## src/frsp_pkg.sv

```systemverilog
// Purpose: Shared constants and types for the flash row self-programming controller
// Assumes: 20 MHz system clock, 24-bit program addresses, two addresses per instruction word
// Notes:   Register indices are plain-port indices, not byte addresses
package frsp_pkg;
  // ****************************************
  // Register map (plain port index)
  // ****************************************
  localparam logic [2:0]  REG_CTRL       = 3'h0;  // Control and status
  localparam logic [2:0]  REG_ADDR_LO    = 3'h1;  // Target address bits 15..0
  localparam logic [2:0]  REG_ADDR_HI    = 3'h2;  // Target address bits 23..16
  localparam logic [2:0]  REG_KEY        = 3'h3;  // Unlock key, write only
  localparam logic [2:0]  REG_TABLE_PAGE_REGISTER     = 3'h4;  // Table page register
  // ****************************************
  // Control register fields
  // ****************************************
  localparam int          CTRL_START_BIT = 15;    // Start, set-only
  localparam int          CTRL_WRITE_ENABLE_BIT_BIT  = 14;    // Write enable
  localparam int          CTRL_ERR_BIT   = 13;    // Write error flag
  localparam int          CTRL_OP_MSB    = 6;     // Operation field 6..0
  localparam logic [6:0]  OP_ERASE_ROW   = 7'h41; // Multi-word program flash erase
  localparam logic [6:0]  OP_PROG_ROW    = 7'h01; // Multi-word program flash program
  localparam logic [15:0] CTRL_RESET     = 16'h0000;
  localparam logic [15:0] ADDR_LO_RESET  = 16'h0000;
  localparam logic [7:0]  ADDR_HI_RESET  = 8'h00;
  localparam logic [7:0]  TABLE_PAGE_REGISTER_RESET   = 8'h00;
  // ****************************************
  // Unlock keys
  // ****************************************
  localparam logic [7:0]  KEY_FIRST      = 8'h55;
  localparam logic [7:0]  KEY_SECOND     = 8'hAA;
  // ****************************************
  // Array geometry
  // ****************************************
  localparam int          ROW_WORDS      = 32;    // Instruction words per row
  localparam int          PANEL_ROWS     = 128;   // Rows per panel
  localparam int          ROW_SPAN_LOG2  = 6;     // 32 words x 2 addresses
  localparam int          PANEL_LSB      = 13;    // 128 rows x 64 addresses
  // ****************************************
  // Timing
  // ****************************************
  localparam int          OP_TIME_US     = 2000;  // Nominal erase/program time
  localparam int          CLK_FREQ_KHZ   = 20000;
  localparam int          OP_CYCLES_DEF  = OP_TIME_US * CLK_FREQ_KHZ / 1000;
  // ****************************************
  // State types
  // ****************************************
  typedef enum logic [1:0] {ST_IDLE, ST_STREAM, ST_WAIT} frsp_state_t;
  typedef enum logic [1:0] {KEY_IDLE, KEY_HALF, KEY_ARMED} frsp_key_t;
endpackage

```

## src/frsp_latch_if.sv

```systemverilog
// Purpose: Carrier between the sequencer and its row write latches
// Assumes: One write port and one asynchronous read port
// Notes:   Sequencer is the master side
`timescale 1ns/1ps
interface frsp_latch_if;
  logic        we;       // Latch write strobe
  logic [4:0]  idx;      // Word index in the row
  logic [1:0]  lo_be;    // Byte enables for bits 15..0
  logic        hi_be;    // Enable for bits 23..16
  logic [23:0] wdata;    // Write data, already placed in lanes
  logic [4:0]  rd_idx;   // Read index for streaming
  logic [23:0] rd_data;  // Read data
  modport master (output we, idx, lo_be, hi_be, wdata, rd_idx, input rd_data);
  modport slave  (input we, idx, lo_be, hi_be, wdata, rd_idx, output rd_data);
endinterface

```

## src/frsp_latch.sv

```systemverilog
// Purpose: Row write latches holding one row of instruction words
// Assumes: Writes come only from the table-write pipeline
// Notes:   Contents are not reset; software must load a full row
`timescale 1ns/1ps
module frsp_latch
  import frsp_pkg::*;
(
  input  wire logic   clk_sys,
  frsp_latch_if.slave lat
);
  // ****************************************
  // Storage
  // ****************************************
  logic [23:0] mem [ROW_WORDS];  // One 24-bit word per instruction

  // Byte-lane write; the high lane is written alone by high-part writes
  always_ff @(posedge clk_sys) begin
    if (lat.we) begin
      if (lat.lo_be[0]) begin
        mem[lat.idx][7:0] <= lat.wdata[7:0];
      end
      if (lat.lo_be[1]) begin
        mem[lat.idx][15:8] <= lat.wdata[15:8];
      end
      if (lat.hi_be) begin
        mem[lat.idx][23:16] <= lat.wdata[23:16];
      end
    end
  end

  // Streaming read for the program cycle
  assign lat.rd_data = mem[lat.rd_idx];
endmodule

```

## src/frsp_top.sv

```systemverilog
// Purpose: Run-time self-programming sequencer for the on-chip program flash
// Assumes: Same-clock core drives table and register ports; nrst is power-on reset
// Notes:   Stall is held for the whole erase or program cycle
// Functional notes
// - Erase one 32-word row at a time
// - Panels of 128 rows each
// - 32-word latches, loaded word 0 upward
// - Table write hits latches only, two cycles
// - Low table ops access bits 15..0
// - High table ops access bits 23..16
// - Address is table page plus effective address
// - Low address register captures table address
// - High address register captures page byte
// - Software may write address registers directly
// - Start only after consecutive 55 then AA
// - Key register reads as zero
// - Cycle lasts 2 ms, core stalled
// - Start bit launches, hardware clears it
// - One program cycle per loaded row
// - Control selects operation and holds start
// - High write uses source low byte only
// - Software can set start, never clear
// - Reset during cycle sets write error
// - Write enable clear at power-up, required
//
// Decided for this implementation: the register offsets and the plain strobed port.
`timescale 1ns/1ps
module frsp_top
  import frsp_pkg::*;
#(
  parameter int unsigned OP_CYCLES = OP_CYCLES_DEF  // Cycles per erase/program
)(
  input  wire logic        clk_sys,
  input  wire logic        nrst,
  input  wire logic        warm_rst,
  input  wire logic [2:0]  reg_addr,
  input  wire logic [15:0] reg_wdata,
  input  wire logic        reg_wr,
  input  wire logic        reg_rd,
  output logic      [15:0] reg_rdata,
  input  wire logic        tbl_req,
  input  wire logic        tbl_write,
  input  wire logic        tbl_high,
  input  wire logic        tbl_byte,
  input  wire logic [15:0] tbl_ea,
  input  wire logic [15:0] tbl_wdata,
  output logic      [15:0] tbl_rdata,
  output logic             tbl_done,
  output logic             cpu_stall,
  output logic      [23:0] array_addr,
  output logic      [10:0] array_panel,
  output logic             array_rd,
  input  wire logic [23:0] array_rd_data,
  output logic             array_erase,
  output logic             array_we,
  output logic      [23:0] array_wdata
);
  // ****************************************
  // Helpers
  // ****************************************
  localparam logic [19:0] OP_LAST = 20'(OP_CYCLES - 1);  // Last timer count

  // Word index of an address inside its row
  function automatic logic [4:0] word_idx(input logic [15:0] ea);
    return ea[5:1];
  endfunction

  // First address of the row that holds an address
  function automatic logic [23:0] row_base(input logic [23:0] a);
    return {a[23:ROW_SPAN_LOG2], {ROW_SPAN_LOG2{1'b0}}};
  endfunction

  // ****************************************
  // State
  // ****************************************
  frsp_state_t  state;      // Sequencer state
  frsp_key_t    key_st;     // Unlock progress
  logic         start;      // Start bit, also busy
  logic         write_enable_bit;       // Write enable bit
  logic         err;        // Write error flag
  logic [6:0]   op;         // Selected operation
  logic [15:0]  addr_lo;    // Target address low
  logic [7:0]   addr_hi;    // Target address high
  logic [7:0]   table_page_register;     // Table page register
  logic [19:0]  timer;      // Cycle timer
  logic [4:0]   strm;       // Streaming word counter
  logic         p1_vld;     // Table op in second cycle
  logic         p1_write;
  logic         p1_high;
  logic         p1_byte;
  logic         p1_ea0;
  logic [4:0]   p1_idx;
  logic [15:0]  p1_data;
  frsp_latch_if lat ();     // Latch carrier

  // ****************************************
  // Decode
  // ****************************************
  wire wr_ctrl   = reg_wr && (reg_addr == REG_CTRL);
  wire wr_key    = reg_wr && (reg_addr == REG_KEY);
  wire key_ok1   = wr_key && (reg_wdata[7:0] == KEY_FIRST);
  wire key_ok2   = wr_key && (reg_wdata[7:0] == KEY_SECOND) && (key_st == KEY_HALF);
  wire [6:0] new_op = reg_wdata[CTRL_OP_MSB:0];
  wire op_known  = (new_op == OP_ERASE_ROW) || (new_op == OP_PROG_ROW);
  // Start is honoured only straight after the armed key pair
  wire go        = wr_ctrl && reg_wdata[CTRL_START_BIT] && !start && !warm_rst
                   && (key_st == KEY_ARMED) && reg_wdata[CTRL_WRITE_ENABLE_BIT_BIT]
                   && op_known;
  wire op_done   = start && (state == ST_WAIT) && (timer == OP_LAST);
  wire tbl_take  = tbl_req && !start && !warm_rst;
  wire [23:0] tgt = {addr_hi, addr_lo};
  wire [23:0] tbl_full = {table_page_register, tbl_ea};
  wire err_clr   = wr_ctrl && !start && !reg_wdata[CTRL_ERR_BIT];
  wire err_set   = warm_rst && start;

  // ****************************************
  // Unlock sequence
  // ****************************************
  // Any register write other than the keys drops the sequence
  always_ff @(posedge clk_sys or negedge nrst) begin
    if (!nrst) begin
      key_st <= KEY_IDLE;
    end else if (warm_rst) begin
      key_st <= KEY_IDLE;
    end else if (reg_wr) begin
      key_st <= key_ok2 ? KEY_ARMED : (key_ok1 ? KEY_HALF : KEY_IDLE);
    end
  end

  // ****************************************
  // Control register
  // ****************************************
  // Fields freeze while busy so a running cycle cannot be retargeted
  always_ff @(posedge clk_sys or negedge nrst) begin
    if (!nrst) begin
      start <= CTRL_RESET[CTRL_START_BIT];
      write_enable_bit  <= CTRL_RESET[CTRL_WRITE_ENABLE_BIT_BIT];
      op    <= CTRL_RESET[CTRL_OP_MSB:0];
    end else begin
      if (warm_rst || op_done) begin
        start <= 1'b0;
      end else if (go) begin
        start <= 1'b1;
      end
      if (wr_ctrl && !start && !warm_rst) begin
        write_enable_bit <= reg_wdata[CTRL_WRITE_ENABLE_BIT_BIT];
        op   <= new_op;
      end
    end
  end

  // Hardware set wins over a software clear in the same cycle
  always_ff @(posedge clk_sys or negedge nrst) begin
    if (!nrst) begin
      err <= CTRL_RESET[CTRL_ERR_BIT];
    end else begin
      err <= err_set || (err && !err_clr);
    end
  end

  // ****************************************
  // Address and page registers
  // ****************************************
  // Warm reset leaves these untouched so software can retry the row
  always_ff @(posedge clk_sys or negedge nrst) begin
    if (!nrst) begin
      addr_lo <= ADDR_LO_RESET;
      addr_hi <= ADDR_HI_RESET;
      table_page_register  <= TABLE_PAGE_REGISTER_RESET;
    end else if (!start) begin
      if (tbl_take) begin
        addr_lo <= tbl_ea;
        addr_hi <= table_page_register;
      end else if (reg_wr && (reg_addr == REG_ADDR_LO)) begin
        addr_lo <= reg_wdata;
      end else if (reg_wr && (reg_addr == REG_ADDR_HI)) begin
        addr_hi <= reg_wdata[7:0];
      end
      if (reg_wr && (reg_addr == REG_TABLE_PAGE_REGISTER)) begin
        table_page_register <= reg_wdata[7:0];
      end
    end
  end

  // ****************************************
  // Register read port
  // ****************************************
  wire [15:0] ctrl_view = {start, write_enable_bit, err, 6'h00, op};  // Bits 12..7 read zero
  wire [15:0] rd_mux = (reg_addr == REG_CTRL)    ? ctrl_view :
                       (reg_addr == REG_ADDR_LO) ? addr_lo :
                       (reg_addr == REG_ADDR_HI) ? {8'h00, addr_hi} :
                       (reg_addr == REG_TABLE_PAGE_REGISTER)  ? {8'h00, table_page_register} :
                       16'h0000;  // Key and unmapped read zero

  // Read data stands only in the cycle after the strobe
  always_ff @(posedge clk_sys or negedge nrst) begin
    if (!nrst) begin
      reg_rdata <= 16'h0000;
    end else begin
      reg_rdata <= reg_rd ? rd_mux : 16'h0000;
    end
  end

  // ****************************************
  // Table pipeline
  // ****************************************
  // Stage one latches the request; the latch write or read return is stage two
  always_ff @(posedge clk_sys or negedge nrst) begin
    if (!nrst) begin
      p1_vld   <= 1'b0;
      p1_write <= 1'b0;
      p1_high  <= 1'b0;
      p1_byte  <= 1'b0;
      p1_ea0   <= 1'b0;
      p1_idx   <= 5'h00;
      p1_data  <= 16'h0000;
      tbl_done <= 1'b0;
    end else begin
      p1_vld   <= tbl_take;
      p1_write <= tbl_write;
      p1_high  <= tbl_high;
      p1_byte  <= tbl_byte;
      p1_ea0   <= tbl_ea[0];
      p1_idx   <= word_idx(tbl_ea);
      p1_data  <= tbl_wdata;
      tbl_done <= p1_vld;
    end
  end

  // Lane placement into the latches; never touches the array
  wire        lo_byte_hi = p1_byte && p1_ea0;
  wire [15:0] lo_data = lo_byte_hi ? {p1_data[7:0], 8'h00} : p1_data;
  assign lat.we    = p1_vld && p1_write;
  assign lat.idx   = p1_idx;
  assign lat.lo_be = (!p1_high && !p1_byte) ? 2'h3 :
                     (!p1_high && p1_byte) ? (p1_ea0 ? 2'h2 : 2'h1) :
                     2'h0;
  // Odd high byte is a phantom lane and is dropped
  assign lat.hi_be = p1_high && !(p1_byte && p1_ea0);
  assign lat.wdata = {p1_data[7:0], lo_data};
  assign lat.rd_idx = strm;

  // Read formatting from the array word
  wire [15:0] rd_lo = !p1_byte ? array_rd_data[15:0] :
                      (p1_ea0 ? {8'h00, array_rd_data[15:8]} : {8'h00, array_rd_data[7:0]});
  wire [15:0] rd_hi = (p1_byte && p1_ea0) ? 16'h0000 : {8'h00, array_rd_data[23:16]};

  // Read result captured at the end of stage two
  always_ff @(posedge clk_sys or negedge nrst) begin
    if (!nrst) begin
      tbl_rdata <= 16'h0000;
    end else if (p1_vld && !p1_write) begin
      tbl_rdata <= p1_high ? rd_hi : rd_lo;
    end
  end

  frsp_latch u_latch (
    .clk_sys (clk_sys),
    .lat     (lat.slave)
  );

  // ****************************************
  // Sequencer
  // ****************************************
  // Timer runs from start; streaming shares the first 32 cycles of it
  always_ff @(posedge clk_sys or negedge nrst) begin
    if (!nrst) begin
      state <= ST_IDLE;
      timer <= 20'h00000;
      strm  <= 5'h00;
    end else if (warm_rst) begin
      state <= ST_IDLE;
      timer <= 20'h00000;
      strm  <= 5'h00;
    end else begin
      case (state)
        ST_IDLE: begin
          timer <= 20'h00000;
          strm  <= 5'h00;
          if (go) begin
            state <= (new_op == OP_PROG_ROW) ? ST_STREAM : ST_WAIT;
          end
        end
        ST_STREAM: begin
          timer <= timer + 20'h00001;
          strm  <= strm + 5'h01;
          if (strm == 5'(ROW_WORDS - 1)) begin
            state <= ST_WAIT;
          end
        end
        ST_WAIT: begin
          timer <= timer + 20'h00001;
          if (op_done) begin
            state <= ST_IDLE;
          end
        end
        default: begin
          state <= ST_IDLE;
        end
      endcase
    end
  end

  // ****************************************
  // Array drive
  // ****************************************
  // Row-aligned target; the panel index is what page changes must track
  wire [23:0] row_a = row_base(tgt);
  wire [23:0] strm_a = row_a | {18'h00000, strm, 1'b0};

  always_ff @(posedge clk_sys or negedge nrst) begin
    if (!nrst) begin
      array_addr  <= 24'h000000;
      array_panel <= 11'h000;
      array_rd    <= 1'b0;
      array_erase <= 1'b0;
      array_we    <= 1'b0;
      array_wdata <= 24'h000000;
    end else begin
      array_rd    <= tbl_take && !tbl_write;
      array_erase <= go && (new_op == OP_ERASE_ROW);
      array_we    <= (state == ST_STREAM);
      array_wdata <= lat.rd_data;
      array_panel <= row_a[23:PANEL_LSB];
      if (tbl_take) begin
        array_addr <= tbl_full;
      end else if (go) begin
        array_addr <= row_a;
      end else if (state == ST_STREAM) begin
        array_addr <= strm_a;
      end
    end
  end

  // Core waits for the whole cycle
  assign cpu_stall = start;

  // ****************************************
  // Checks
  // ****************************************
  start_key_a: assert property (@(posedge clk_sys) disable iff (!nrst)
    $rose(start) |-> $past(key_st) == KEY_ARMED && $past(wr_ctrl))
    else $error("start without unlock");
  start_write_enable_bit_a: assert property (@(posedge clk_sys) disable iff (!nrst)
    $rose(start) |-> write_enable_bit)
    else $error("start without write enable");
  bad_key_a: assert property (@(posedge clk_sys) disable iff (!nrst)
    (wr_ctrl && key_st != KEY_ARMED && !start) |=> !start)
    else $error("start after broken key");
  no_sw_clear_a: assert property (@(posedge clk_sys) disable iff (!nrst)
    (start && !op_done && !warm_rst) |=> start)
    else $error("start cleared early");
  op_length_a: assert property (@(posedge clk_sys) disable iff (!nrst)
    ($fell(start) && !$past(warm_rst)) |-> $past(timer) == OP_LAST)
    else $error("cycle length wrong");
  warm_err_a: assert property (@(posedge clk_sys) disable iff (!nrst)
    (warm_rst && start) |=> err && !start && $stable(addr_lo))
    else $error("interrupted cycle not flagged");
  tbl_two_a: assert property (@(posedge clk_sys) disable iff (!nrst)
    tbl_take |=> (tbl_done == $past(tbl_take, 2)) ##1 tbl_done)
    else $error("table op not two cycles");
  addr_cap_a: assert property (@(posedge clk_sys) disable iff (!nrst)
    tbl_take |=> addr_lo == $past(tbl_ea) && addr_hi == $past(table_page_register))
    else $error("address not captured");
  busy_hold_a: assert property (@(posedge clk_sys) disable iff (!nrst)
    (start && $past(start)) |-> $stable(addr_lo) && $stable(addr_hi) && !lat.we)
    else $error("target moved while busy");
  key_zero_a: assert property (@(posedge clk_sys) disable iff (!nrst)
    (reg_rd && reg_addr == REG_KEY) |=> reg_rdata == 16'h0000)
    else $error("key readable");
  stream_cnt_a: assert property (@(posedge clk_sys) disable iff (!nrst || warm_rst)
    $rose(state == ST_STREAM) |=> array_we[*8])
    else $error("row stream broken");
endmodule

```

## config.mk

```make
export PLATFORM = sky130hd
export DESIGN_NAME = frsp_top
export DESIGN_NICKNAME = d
export VERILOG_FILES = /design/src/frsp_pkg.sv /design/src/frsp_latch_if.sv /design/src/frsp_latch.sv /design/src/frsp_top.sv
export SDC_FILE = /design/constraint.sdc
export NUM_CORES = 1
export LEC_CHECK = 0
export BUFFER_PORTS_ARGS = -buffer_cell sky130_fd_sc_hd__buf_2
export CORE_ASPECT_RATIO = 1.75
export CORE_MARGIN = 10
export CORE_UTILIZATION = 40
export CTS_CLUSTER_SIZE = 10
export DETAILED_ROUTE_END_ITERATION = 8
export SYNTH_ARGS = -nofsm -noshare
export SYNTH_HDL_FRONTEND = slang
export SYNTH_SLANG_ARGS = --single-unit
export TNS_END_PERCENT = 20
```

## constraint.sdc

```tcl
create_clock -name clk_sys -period 3.8 [get_ports clk_sys]
set_input_delay 0 -clock clk_sys [delete_from_list [all_inputs] [get_ports clk_sys]]
set_output_delay 0 -clock clk_sys [all_outputs]
set_load 0.05 [all_outputs]
```

==> run summary <==
Run status: finished clean
Worst Skew: 0.04254 ns
Die ar.: 106,800 um2
Pin count of the biggest net entering global routing: 97
Cell accounting for the most synthesized area: edfxtp_1
Fmax: 323.0 MHz
Die height: 424.8 um
Lkg Pwr: 15.06 nW
Main combinational cell family by area after synthesis: multiplexers
Maximum root-to-sink buffer count: 3
Num rows: 148
Total wire length: 97.27 mm
Synth Area per Inst: 19.15 um2
Design Power: 22.56 mW
CP max-delay cell: a21oi_1
Syn nets: 2,046
Skew-Pair Late Insertion Delay: 0.70 ns
Most used DFF post-synth: edfxtp_1
Slew HR: 19.93%
GP Congestion: 0.8542
Iter 0 DRT Violations: 1,673
Clk sinks: 960
XOR/XNOR Fraction of Synth Area: 0.04677%
Starting Density: 40.29%
Root buffer cell: clkbuf_16
Netlist area before placement: 37,450 um2
Top cell type's share of synthesized area: 61.58%
Core footprint: 92,960 um2
Post-synth top cells: 768 x edfxtp_1, 240 x mux4_2, 192 x dfrtp_1, 152 x nand2_1, 133 x nor2_1
Post-synthesis compound-gate area fraction: 2.890%
VDD IR max: 0.3775 mV
Post-synth ARST share: 20.00%
Setup crit start kind: flip-flop
Max stage delay on crit path: 0.82 ns
Fin. Hold Viols: 0
Crit path time final: 3.096 ns
Most common cell in the netlist: edfxtp_1
Die width: 251.3 um
Unrepaired setup endpoints after global routing: false
Final WS setup: 0.7044 ns
Cell mode on critical path: inv_1
Inserted Clock Buffers: 106
Vias in the first global route: 22.05k
IO Port Bufs: 179
Tcrit/Tclk final: 81.46%
Final setup TNS: 0 ns
Worst slack at placement: 0.9311 ns
Ports: 180
Mux share of post-synthesis cell area: 16.62%
Area delta synth->final: 19.46%
First-pass GRT wire length: 145.2 mm
Via density: 5.475
Critical Path RT: 4.41 ns
Cell variety after synth: 55
Seq/Total Area, Yosys: 74.41%
Detail Route Antenna Nets: 0
Dominant cells by area after synthesis: edfxtp_1 62%, mux4_2 14%, dfrtp_1 13%
Total number of vias: 20.06k
Crit Reg-Reg Endpoint: addr_lo[10]
Post-CTS Setup Inserts: 0
Crit path max fanout: 17
Syn Inst Count: 1,956
Crit path arrival time: 3.71 ns
Grt total ovfl: 0
Worst min path class: in -> async
Worst R2R Path Depth: 7
P per Cell Area: 504.2 nW/um2
Post-placement cell count: 3,350
Number of synthesized register bits: 960
Setup violators final: 0
Share of layout cells above drive strength 1: 28.70%
Htree depth: 3
Crit end category: flip-flop
Post-synth EDFFs: 768
Clock Pin Slew Worst Setup and Hold Paths: 0.06 ns
Max-slew violations: 0
Wire per inst: 26.55 um
CTS tree: done
Worst setup path category: reg -> reg
R2R setup slack: 0.70 ns
DRC violations left: 0
Tightest Pin Transition: 1.201 ns
Worst-path cell chain: nand3b_1 -> buf_4 -> inv_1 -> a21oi_1 -> a222oi_1 -> dlygate4sd3_1 -> inv_1
Final core occ: 48.13%
Yosys synthesis warning count: 0
Simple-gate share of the synthesized area: 4.396%
Initial antenna violation count: 1
Overall Global Routing Usage: 18.35%
Worst r2r src: cpu_stall
Max capacitance violation total: 0
Adder-cell area share of the yosys netlist: 0.2004%
DP HPWL: 64.07 mm
TritonRoute pass-1 iters: 5
# nets final: 2,467
Fin cells: 3,664
## layer usage
layer	vias up	GRT usage (%)	wire length, um
li1	8630	-	-
met1	10570	20.25	35260
met2	692	34.45	53780
met3	169	3.073	4944
met4	0	7.250	3287
met5	-	0	0
## through the flow
step | cell area (um2) | hold slack [ns]
2_1_floorplan | 37450 | -0.2956
3_3_place_gp | 40420 | 0.1095
3_5_place_dp | 40420 | 0.1094
4_1_cts | 44740 | 0.009544
5_1_grt | 44740 | 0.07051
6_report | 44740 | 0.01845
## worst max-delay path: cells and delay by family (launching register included)
family          cells  cell delay [ns]
compound gates      2             0.98
buf+inv             4             1.28
flops               1             0.59
simple gates        1             0.16
## flip-flops by register name, indices dropped and copies added (netlist names), 5 cells and up
signal,cells
u_latch.mem,768
array_addr,24
array_wdata,24
timer,20
addr_lo,16
p1_data,16
reg_rdata,16
tbl_rdata,16
array_panel,11
addr_hi,8
table_page_register,8
op,7
lat.idx,5
lat.rd_idx,5
## kinds of logic after synthesis
kind of cell | Yosys count
adders and majority gates | 6
muxes | 317
and+or+nand+nor | 372
xor gates and xnor gates | 2
DFF | 960
buffers and inverters | 119
AOI/OAI and AO/OA | 180
## power by group
part	internal (mW)	switching, mW
sequential	11.6	0.175
clock	5.30	4.05
combinational	0.426	0.979
## area by class of cell
type	instances	area (um2)
Fill cell	7746	48220
Clock buffer	187	2978
Multi-Input combinational cell	877	9057
Tap cell	1200	1501
Timing Repair Buffer	419	3117
Antenna cell	1	2.502
Clock inverter	7	155.1
Sequential cell	960	27880
Inverter	13	48.80
## worst max-delay path by stage
| stage | start | to | slack, ns | cells past startpoint |
|---|---|---|---|---|
| finish | cpu_stall | addr_lo[10] | 0.70 | 7 |
| CTS | cpu_stall | addr_lo[14] | 0.72 | 7 |
| detailed placement | lat.rd_idx[0] | array_wdata[8] | 0.93 | 4 |
| global route | cpu_stall | addr_lo[10] | 0.60 | 7 |
| global placement | lat.rd_idx[0] | array_wdata[12] | 0.94 | 4 |
| floorplan | lat.rd_idx[2] | array_wdata[16] | 1.50 | 6 |
## repair_timing
action	4_1_cts	5_1_grt
endpoints found under the hold margin	230	0
hold buffers	119	0
gates resized for setup	0	0
## layout by cell type, fill, tap and decap left out, types with 40 or more instances in the layout
cell,count
dfrtp_1,188
o21ai_0,84
mux2_2,40
buf_4,112
clkbuf_16,107
mux4_2,240
dlygate4sd3_1,119
nor2_1,133
edfxtp_1,768
clkbuf_1,80
buf_2,178
nand2_1,152
(Power assumes the default switching activity.)
